$ cat config.mk
export PLATFORM = sky130hd
export DESIGN_NAME = lp_ctrl
export DESIGN_NICKNAME = d
export VERILOG_FILES = /design/src/inc/lp_ctrl_pkg.sv /design/src/design/lp_ctrl.sv
export SDC_FILE = /design/constraint.sdc
export NUM_CORES = 1
export LEC_CHECK = 0
export BUFFER_PORTS_ARGS = -buffer_cell sky130_fd_sc_hd__buf_2
export CORE_MARGIN = 1
export CORE_UTILIZATION = 58
export CTS_BUF_LIST = sky130_fd_sc_hd__clkbuf_2
export DETAILED_ROUTE_END_ITERATION = 10
export GPL_TIMING_DRIVEN = 0
export PLACE_DENSITY = 0.91
export SLEW_MARGIN = 20
export SYNTH_ARGS = -nofsm -noshare
export SYNTH_HDL_FRONTEND = slang
export SYNTH_SLANG_ARGS = --single-unit
$ cat constraint.sdc
create_clock -name clk_in -period 4.5 [get_ports clk_in]
set_clock_uncertainty 0.1 [all_clocks]
set_input_delay 0.45 -clock clk_in [delete_from_list [all_inputs] [get_ports clk_in]]
set_output_delay 0.45 -clock clk_in [all_outputs]
set_load 0.1 [all_outputs]
$ cat src/inc/lp_ctrl_pkg.sv
// Purpose: shared constants and carriers for the low-power clock/reset control
// Assumes: 125 MHz system clock
// Notes: register offsets are word aligned byte addresses
package lp_ctrl_pkg;
   localparam int CLK_MHZ = 125;
   // recovery and oscillator waits, in input-clock cycles
   localparam int RECOVER_CYCLES = 200;
   localparam int OSC_WAIT_CYCLES = 4096;
   localparam int CNT_W = 13;
   localparam logic [CNT_W-1:0] RECOVER_CNT = CNT_W'(RECOVER_CYCLES);
   localparam logic [CNT_W-1:0] OSC_WAIT_CNT = CNT_W'(OSC_WAIT_CYCLES);
   localparam logic [13:0] BOOT_FETCH_ADDR = 14'h0000;
   // register byte offsets
   localparam logic [3:0] CTRL_OFS = 4'h0;
   localparam logic [3:0] IDLE_OFS = 4'h4;
   localparam logic [3:0] STAT_OFS = 4'h8;
   localparam logic [3:0] MODE_OFS = 4'hC;
   // control bit positions
   localparam int FORCE_BIT = 0;
   localparam int CTX_SAVE_BIT = 1;
   localparam int OSC_OFF_BIT = 2;
   localparam int COMMIT_BIT = 3;
   localparam int CLKO_DIS_BIT = 4;
   localparam int INT_ENA_BIT = 5;
   localparam int BOOT_CFG_BIT = 6;
   localparam logic [7:0] CTRL_RESET = 8'h20;
   localparam logic [2:0] DIV_NONE = 3'h0;
   localparam logic [2:0] DIV_16 = 3'h1;
   localparam logic [2:0] DIV_32 = 3'h2;
   localparam logic [2:0] DIV_64 = 3'h3;
   localparam logic [2:0] DIV_128 = 3'h4;
   localparam logic [7:0] IMASK_RESET = 8'h00;
   typedef enum logic [2:0] {ST_RUN, ST_IDLE, ST_PD, ST_WAKE, ST_BOOT} pstate_t;
   typedef struct packed {
      logic cyc;
      logic stb;
      logic we;
      logic [3:0] adr;
      logic [3:0] sel;
      logic [31:0] dat;
   } wb_req_t;
   typedef struct packed {
      logic ack;
      logic [31:0] dat;
   } wb_rsp_t;
   typedef struct packed {
      pstate_t st;
      logic [7:0] ctrl;
      logic [2:0] div;
      logic [7:0] imask;
      logic [15:0] mode_status;
      logic [CNT_W-1:0] cnt;
      logic [6:0] prescale;
      logic half;
      logic clk_out;
      logic pd_pin_q;
      logic pd_pending;
      logic pd_nmi;
      logic ctx_clear;
      logic ack;
      logic [31:0] rdat;
   } lp_state_t;
endpackage

$ cat src/design/lp_ctrl.sv
// Purpose: power-down, idle, slow idle, clock output and master reset control
// Assumes: only the power-down and emulator reset pins are synchronised here; processor core sits outside
// Notes: classic wishbone slave, one wait state
//
// Summary of operation
// RL1 - clock kept running: resume execution 200 input cycles after power-down exit
// RL2 - oscillator stopped: wait about 4096 input cycles before resuming
// RL3 - power-down requested by pin or software force bit
// RL4 - request raises nonmaskable edge interrupt; handler later commits to power-down
// RL5 - context setting chooses resume from saved state or cleared restart
// RL6 - reset ends power-down
// RL7 - acknowledge output shows power-down actually entered
// RL8 - idle stalls until unmasked interrupt, then continues after idle
// RL9 - dma and autobuffer cycle steals still granted while idle
// RL10 - slow idle divides processor clock by 16, 32, 64 or 128
// RL11 - serial clock, clock output and timer clock divided by same ratio
// RL12 - idle without divisor is plain idle, one-cycle response
// RL13 - interrupt in slow idle may wait up to divisor cycles
// RL14 - outside sources must not interrupt faster than slowed device serves
// RL15 - input clock only stops or changes while powered down
// RL16 - processor cycle is twice input clock rate; here the processor tick comes every other input cycle
// RL17 - clock output runs at cycle rate unless disable bit set; here it toggles once per processor tick, so runs at half that rate
// RL18 - at power-up reset held 2000 cycles for pll lock
// RL19 - later reset keeps clock running, no stabilisation wait
// RL20 - reset empties stacks, masks interrupts, clears mode status
// RL21 - on release, no bus request and boot set: boot then fetch 0x0000
// RL22 - emulator reset acts like reset
// RL23 - power-down interrupt ignores the mask
// RL24 - interrupts globally enabled after reset
// RL25 - slow divider returns to one on idle exit and reset
//
// Local design decisions: register access over Wishbone and the register addresses.
`timescale 1ns/1ps
module lp_ctrl (
   input wire logic clk_in,
   input wire logic reset_n_in,
   input wire logic clk_en_in,
   input wire lp_ctrl_pkg::wb_req_t wb_req_in,
   output lp_ctrl_pkg::wb_rsp_t wb_rsp_out,
   input wire logic powerdown_request_pin_n_in,
   input wire logic emulator_reset_pin_n_in,
   input wire logic [7:0] irq_in,
   input wire logic idle_cmd_in,
   input wire logic [2:0] idle_div_in,
   input wire logic steal_req_in,
   input wire logic bus_request_in,
   input wire logic boot_done_in,
   output logic steal_grant_out,
   output logic proc_tick_out,
   output logic clock_output_pin_out,
   output logic powerdown_ack_out,
   output logic osc_enable_out,
   output logic run_out,
   output logic stack_clear_out,
   output logic ctx_clear_out,
   output logic nmi_out,
   output logic [7:0] irq_taken_out,
   output logic boot_start_out,
   output logic [13:0] fetch_addr_out
);
   import lp_ctrl_pkg::*;
   lp_state_t s;
   lp_state_t next_s;
   logic pd_s1, pd_s2, er_s1, er_s2;
   logic rst_any;
   logic bus_acc;
   logic [7:0] pending;
   logic tick;
   logic [6:0] div_mask;

   // pin synchronisers, first stage read only by second
   always_ff @(posedge clk_in) begin
      if (!reset_n_in) begin
         pd_s1 <= 1'b1;
         pd_s2 <= 1'b1;
         er_s1 <= 1'b1;
         er_s2 <= 1'b1;
      end else if (clk_en_in) begin
         pd_s1 <= powerdown_request_pin_n_in;
         pd_s2 <= pd_s1;
         er_s1 <= emulator_reset_pin_n_in;
         er_s2 <= er_s1;
      end
   end

   // RL22 emulator reset alias
   assign rst_any = !reset_n_in || !er_s2;
   assign bus_acc = wb_req_in.cyc && wb_req_in.stb && !s.ack;
   // RL23 power-down not masked
   assign pending = irq_in & s.imask;

   always_comb begin
      case (s.div)
         DIV_16: div_mask = 7'h0F;
         DIV_32: div_mask = 7'h1F;
         DIV_64: div_mask = 7'h3F;
         DIV_128: div_mask = 7'h7F;
         default: div_mask = 7'h00;
      endcase
   end
   // RL16 processor tick every other input cycle
   // RL10 slow idle prescaler gates the tick
   assign tick = s.half && ((s.prescale & div_mask) == 7'h00);

   always_comb begin
      next_s = s;
      next_s.ack = 1'b0;
      next_s.pd_nmi = 1'b0;
      next_s.half = !s.half;
      if (s.half) begin
         next_s.prescale = s.prescale + 7'h01;
      end
      // RL17 clock output toggles on processor cycle
      // RL11 same divided tick drives derived clocks
      if (tick && !s.ctrl[CLKO_DIS_BIT] && s.st != ST_PD) begin
         next_s.clk_out = !s.clk_out;
      end else if (s.ctrl[CLKO_DIS_BIT]) begin
         next_s.clk_out = 1'b0;
      end
      if (s.pd_pending && s.ctrl[INT_ENA_BIT] && s.st == ST_RUN) begin
         next_s.pd_nmi = 1'b1;
         next_s.pd_pending = 1'b0;
      end
      // RL3 pin edge or force bit requests power-down
      // RL4 edge captured as nonmaskable event
      // placed after the consume so a fresh edge is never lost
      next_s.pd_pin_q = pd_s2;
      if ((s.pd_pin_q && !pd_s2) || s.ctrl[FORCE_BIT]) begin
         next_s.pd_pending = 1'b1;
         next_s.ctrl[FORCE_BIT] = 1'b0;
      end
      // register writes; hardware set of pending wins above
      if (bus_acc) begin
         next_s.ack = 1'b1;
         next_s.rdat = 32'h0000_0000;
         case (wb_req_in.adr)
            CTRL_OFS: begin
               next_s.rdat = {24'h000000, s.ctrl};
               if (wb_req_in.we && wb_req_in.sel[0]) begin
                  // force bit raises pending next cycle, one event only
                  next_s.ctrl = wb_req_in.dat[7:0];
               end
            end
            IDLE_OFS: begin
               next_s.rdat = {21'h000000, s.div, s.imask};
               if (wb_req_in.we && wb_req_in.sel[0]) begin
                  next_s.imask = wb_req_in.dat[7:0];
               end
            end
            STAT_OFS: begin
               next_s.rdat = {24'h000000, s.pd_pending, 1'b0, s.ctx_clear,
                  2'b00, s.st};
            end
            MODE_OFS: begin
               next_s.rdat = {16'h0000, s.mode_status};
               if (wb_req_in.we && wb_req_in.sel[0]) begin
                  next_s.mode_status[7:0] = wb_req_in.dat[7:0];
               end
               if (wb_req_in.we && wb_req_in.sel[1]) begin
                  next_s.mode_status[15:8] = wb_req_in.dat[15:8];
               end
            end
            default: next_s.rdat = 32'h0000_0000;
         endcase
      end
      case (s.st)
         ST_RUN: begin
            // RL4 handler commits after any number of instructions
            if (s.ctrl[COMMIT_BIT]) begin
               next_s.st = ST_PD;
               next_s.ctrl[COMMIT_BIT] = 1'b0;
            end else if (idle_cmd_in) begin
               // RL12 no divisor gives plain idle
               next_s.st = ST_IDLE;
               next_s.div = idle_div_in;
               next_s.prescale = 7'h00;
            end
         end
         ST_IDLE: begin
            // RL8 leave on unmasked interrupt
            // RL13 only on divided tick, up to n cycles
            if ((|pending || s.pd_pending) && tick) begin
               next_s.st = ST_RUN;
               // RL25 back to full rate
               next_s.div = DIV_NONE;
            end
         end
         ST_PD: begin
            // RL15 clock may stop here; wake on pin release with no request pending
            if (pd_s2 && !s.pd_pending) begin
               next_s.st = ST_WAKE;
               // RL1 short recovery, RL2 long when oscillator stopped
               next_s.cnt = s.ctrl[OSC_OFF_BIT] ? OSC_WAIT_CNT : RECOVER_CNT;
               // RL5 context choice
               next_s.ctx_clear = !s.ctrl[CTX_SAVE_BIT];
            end
         end
         ST_WAKE: begin
            if (s.cnt <= CNT_W'(1)) begin
               next_s.st = ST_RUN;
            end else begin
               next_s.cnt = s.cnt - CNT_W'(1);
            end
         end
         ST_BOOT: begin
            if (boot_done_in) begin
               next_s.st = ST_RUN;
            end
         end
         default: next_s.st = ST_RUN;
      endcase
   end

   always_ff @(posedge clk_in) begin
      // RL6 reset ends power-down; RL19 no wait after it
      if (rst_any) begin
         s.st <= ST_BOOT;
         s.ctrl <= CTRL_RESET;
         // RL25 divider to one
         s.div <= DIV_NONE;
         // RL20 mask all, clear mode status
         s.imask <= IMASK_RESET;
         s.mode_status <= 16'h0000;
         s.cnt <= '0;
         s.prescale <= 7'h00;
         s.half <= 1'b0;
         s.clk_out <= 1'b0;
         s.pd_pin_q <= 1'b1;
         s.pd_pending <= 1'b0;
         s.pd_nmi <= 1'b0;
         s.ctx_clear <= 1'b1;
         s.ack <= 1'b0;
         s.rdat <= 32'h0000_0000;
      end else if (clk_en_in) begin
         s <= next_s;
      end
   end

   // RL18 reset length is the supply side's duty; nothing timed here
   assign wb_rsp_out.ack = s.ack;
   assign wb_rsp_out.dat = s.rdat;
   // RL9 steals granted in run and idle
   assign steal_grant_out = steal_req_in && (s.st == ST_RUN || s.st == ST_IDLE);
   assign proc_tick_out = tick && (s.st != ST_PD);
   assign clock_output_pin_out = s.clk_out;
   // RL7 acknowledge from state
   assign powerdown_ack_out = (s.st == ST_PD);
   assign osc_enable_out = !(s.st == ST_PD && s.ctrl[OSC_OFF_BIT]);
   assign run_out = (s.st == ST_RUN);
   // RL20 stacks emptied during reset
   assign stack_clear_out = rst_any;
   assign ctx_clear_out = s.ctx_clear;
   assign nmi_out = s.pd_nmi;
   // RL24 global enable gates maskable interrupts
   assign irq_taken_out = s.ctrl[INT_ENA_BIT] ? pending : 8'h00;
   // RL21 boot only if configured and no bus request
   assign boot_start_out = (s.st == ST_BOOT) && s.ctrl[BOOT_CFG_BIT] && !bus_request_in;
   assign fetch_addr_out = BOOT_FETCH_ADDR;
endmodule

======== Yosys cells after proc, flatten, opt, wreduce, memory -nomap -nowiden ========
Cells that the tools add are included.
storage, ports and cells
  input bits .............................. 63
  register bits ........................... 101
  word-level logic and storage cells ...... 129
cells by class
  bitwise operators ....................... 2
  magnitude comparators ................... 1
  muxes and demuxes ....................... 32
  eq/ne operators ......................... 20
  $add $sub $neg .......................... 2
  reductions and logical operators ........ 51
operator list
  kind                                                                               count
  16-bit one-hot mux with 4 select lines                                             1
  13-bit two-way mux                                                                 3
  33-bit two-way mux                                                                 1
  7-bit two-way mux                                                                  4
  7-bit one-hot mux with 4 select lines                                              1
  13-bit one-hot mux with 2 select lines                                             1
  3-bit two-way mux                                                                  8
  4-bit AND reduction                                                                5
  1-bit logical AND                                                                  17
  3-bit one-hot mux with 5 select lines                                              1
  13-bit by 1-bit less-or-equal comparator with 1-bit output, second input constant  1
  13-bit by 1-bit subtractor with 13-bit output, second input constant               1
  3-bit by 2-bit == test with 1-bit output, second input constant                    4
  4-bit two-way mux                                                                  3
  2-bit inequality test, second input constant                                       6
  1-bit logical NOT                                                                  11
  8-bit bitwise AND                                                                  1
  4-bit == test, second input constant                                               2
  8-bit two-way mux                                                                  1
  2-bit nonzero test                                                                 4
  8-bit OR reduction                                                                 1
  7-bit by 1-bit adder with 7-bit output, second input constant                      1
  7-bit bitwise AND                                                                  1
  7-bit logical NOT                                                                  1
  other kinds (15)                                                                   28

======== Longest topological paths before layout ========
  depth in word-level cells ............... 9
  mapped depth ............................ 9
  gate-level depth less buffers ........... 8

======== Worst setup path before layout ========
OpenSTA, ideal clock, no wires.
  kind .................................... flip-flop to flip-flop
  start ................................... register s[95] (netlist name)
  end ..................................... register s, in the netlist clock_output_pin_out
  library setup time ...................... 0.090 ns
  stages on the path, launching flop included .. 6
  arrival ................................. 5.002 ns
  path slack .............................. -0.692 ns
  cells stage by stage .................... dfxtp_1 > clkbuf_8 > nor3b_1 > nor3_1 > mux2i_1 > o31ai_1
between the ends
  longest elaborated chain between the ends .. 4
ends and longest elaborated chain
  element                                             RTL line        source
  from (decl)                                         lp_ctrl.sv:62   lp_state_t s;
  from (signal assigned)                              lp_ctrl.sv:235  s <= next_s;
  3-bit by 2-bit inequality test with 1-bit output *  lp_ctrl.sv:115  if (tick && !s.ctrl[CLKO_DIS_BIT] && s.st != ST_PD) begin
  1-bit logical AND *                                 lp_ctrl.sv:115
  2-bit nonzero test (no source line)                 -
  2-bit AND reduction (no source line)                -
Every way passes the cells marked *; elsewhere a longest branch is shown, timed or not.
A chain may end at the register's enable or synchronous reset.

======== Worst setup path in the final report ========
  start ................................... input port reset_n_in
  end ..................................... output port stack_clear_out
between the ends
  longest elaborated chain between the ends .. 2
ends and longest elaborated chain
  element            RTL line       source
  from (decl)        lp_ctrl.sv:36  input wire logic reset_n_in,
  1-bit logical NOT  lp_ctrl.sv:87  assign rst_any = !reset_n_in || !er_s2;
  1-bit logical OR   lp_ctrl.sv:87
  to (decl)          lp_ctrl.sv:54  output logic stack_clear_out,
No other way between the ends.

==> key figures <==
Status
  – Outcome: complete, no violations

Timing
  – Setup TNS Final: 0 ns
  – Slew Limit Fails: 0
  – RSZ-0062 raised after global routing: false
  – Clock period minus worst slack: around 3.2 ns
  – Setup violators final: 0
  – Rel. slew slack: 44.22%
  – Final WS setup: around 1.3 ns
  – Fmax: approximately 320 MHz
  – Measured slew at the worst slew-check pin: slightly above 0.8 ns
  – Final period util: around 70%
  – Hold Fails Final Rpt: 0

Die
  – Chip Height: a little under 90 um
  – Core ar.: 0.006944 mm^2
  – Die Area: around 0.0077 mm^2
  – Die width: around 88 um
  – Row cnt: 30
  – I/O pin count: about 130
  – Initial Util: approximately three fifths

Placement
  – Final HPWL DP: 7772 um
  – DP Area: around 0.0049 mm^2
  – Number of port buffers: 78
  – Place WS: 1.940 ns
  – Final GP Congestion: a little over 0.9

Logic synthesis
  – Synth Cell Area: 0.004247 mm^2
  – #FFs+latches synth: between 80 and 90
  – Yosys warns: 0
  – Post-synth ARST share: 0%
  – Post-synth cell types: 57
  – Post-synth top flop: dfxtp_1
  – Post-synth EDFFs: 0
  – Syn Area/Cell: about 9.0 um^2
  – Seq/Total Area, Yosys: about two fifths
  – Synthesized instance count: ~470

Clocking
  – Total CTS buffers: 9
  – CTS root buf: clkbuf_2
  – Worst-Skew Late Latency: between 0.5 and 0.6 ns
  – Bufs on Longest Clock Path: 2
  – Resized cells post-CTS: 0
  – CTS sink cnt: 85
  – Hold buffer count at CTS: 5
  – H-tree Lvls: 3
  – CTS tree: done
  – Post-CTS setup buffer count: 0
  – Clk slew on worst S/H paths: about 0.25 ns

Setup path
  – Slowest cell on crit path: buf_2
  – Crit path launch type: input port
  – Buffers and inverters on the worst path: 5
  – Crit path capture type: primary output
  – Crit-path max FO: 10
  – Most used cell, CP: buf_2
  – Crit path cell chain: dlygate4sd3_1 > buf_2 > and2_0 > inv_1 > buf_1 > buf_2
  – Critical setup path kind: input port to primary output
  – CP arrival: between 2 and 3 ns
  – Critical Path Max Stage Delay: 0.54 ns
  – Crit path from: reset_n_in
  – Worst path required time: 3.95 ns
  – Worst reg2reg path startpoint: s[53]
  – Top delay family on crit path: buffers and inverters

Worst hold path
  – Hold crit path type: input port to flip-flop
  – Hold path startpoint: wb_req_in[14]

Global routing
  – First-pass GRT wire length: between 15000 and 20000 um
  – Largest net degree at the start of global routing: 16
  – Gr usage total: roughly 28%
  – Initial antenna violation count: 0
  – Overflow after GRT: 0
  – Vias in the first global route: 3572

Power and ir drop
  – Lkg Pwr: 2.286 nW
  – Pwr dens: a little under 300 mW/mm^2
  – VDD IR max: ~220 uV
  – Design Power: roughly 1.5 mW

Job
  – Maxcap violations: 0

Route
  – Avg WL per Cell: approximately 15 um
  – Vias: between 3000 and 4000
  – Wirelength, routed: ~10000 um
  – DRT Pass-1 Iters: 5
  – Drt drc: 0
  – ANT nets after route: 0
  – Avg Vias per Cell: 5.413
  – Detailed router's first-iteration violation count: 230

Finish
  – Finished Cell Area: ~0.0050 mm^2
  – N_diodes: 0
  – Layout cells sized above 1: 27.71%
  – Nets: 660
  – Layout area overhead: 18.68%
-- per-stage QoR --
| step | hold slack, ns | instances | util [%] |
|---|---|---|---|
| CTS | 0.01142 | 695 | 72.58 |
| finish | 0.01596 | 695 | 72.58 |
| floorplan | 0.3326 | 500 | - |
| global placement | 0.3452 | 674 | 70.14 |
| detailed placement | 0.3589 | 674 | 70.14 |
| global route | 0.01700 | 695 | 72.58 |
-- registers in the layout (all words and copies together), names as in the netlist --
signal and count:
pd_s1 1, pd_s2 1, er_s2 1, wb_rsp_out 17
er_s1 1, clock_output_pin_out 1, ctx_clear_out 1, nmi_out 1
s 61
-- worst paths after layout --
check	slack [ns]	cells after the start	endpoint
worst max-delay path	1.34	6	stack_clear_out
worst min-delay path	0.02	3	s[73]
worst max register to register	2.25	6	s[54]
worst min register to register	0.40	2	s[36]
-- layout by cell type, fill, tap and decap left out, types with 9 or more instances in the layout --
cell type | Yosys | layout
and3_1 | 12 | 12
nor2_1 | 82 | 82
dfxtp_1 | 85 | 85
a21oi_1 | 15 | 15
nand3_1 | 14 | 14
mux2i_1 | 39 | 39
a22oi_1 | 14 | 14
clkbuf_1 | 9 | 9
buf_2 | 4 | 82
xor2_1 | 10 | 10
o21ai_0 | 10 | 10
buf_4 | 47 | 47
nand2_1 | 24 | 24
clkbuf_2 | 0 | 10
conb_1 | 1 | 30
nor3_1 | 14 | 14
-- per-layer routing --
layer,global-route usage (%),share of wire (%)
met4,15.95,3.5
met5,0,0
met1,33.97,42
met3,4.713,6.9
met2,46.73,48
-- synthesized netlist by cell type (4+ instances only) --
cell type	n	area, um^2
dfxtp_1	85	1702
nor2_1	82	307.8
buf_4	47	352.8
mux2i_1	39	390.4
nand2_1	24	90.09
a21oi_1	15	75.07
a22oi_1	14	105.1
nand3_1	14	70.07
nor3_1	14	70.07
and3_1	12	75.07
o21ai_0	10	50.05
xor2_1	10	87.58
clkbuf_1	9	33.78
a22o_1	6	52.55
xnor2_1	6	52.55
inv_1	5	18.77
mux4_2	5	112.6
nor4_1	5	31.28
buf_1	4	15.01
buf_2	4	20.02
nand2b_1	4	25.02
nor2b_1	4	25.02
-- area by class of cell --
cell class	instances	area, um^2
plain buffers	69	485.5
clock buffers	10	50.05
clock inverters	6	68.82
fillers	539	1904
inverters	5	18.77
multi-input cells	341	2155
flip-flops and latches	85	1702
well taps	96	120.1
repair buffers	83	440.4
-- worst min-delay path, cell delays in order --
cell and delay [ns]:
buf_2 0.08, mux2i_1 0.06, nor2_1 0.07
-- power breakdown --
part	internal, mW	total [mW]	switching (mW)	leakage, nW
clock	0.135	0.411	0.277	0.0729
sequential	0.763	0.771	0.00806	0.686
combinational	0.0663	0.281	0.215	1.53
total	0.964	1.46	0.500	2.29
-- cells by family after synthesis --
logic type | synth area share (%)
AND/OR/NAND/NOR | 19.65
flip-flops | 40.07
buffers and inverters | 11.87
AO/OA/AOI/OAI | 11.49
multiplexers | 12.64
XOR/XNOR | 3.300
adder cells (fa/ha/maj) | 0.8840
other | 0.08831
Power figures use the tool's default switching activity.
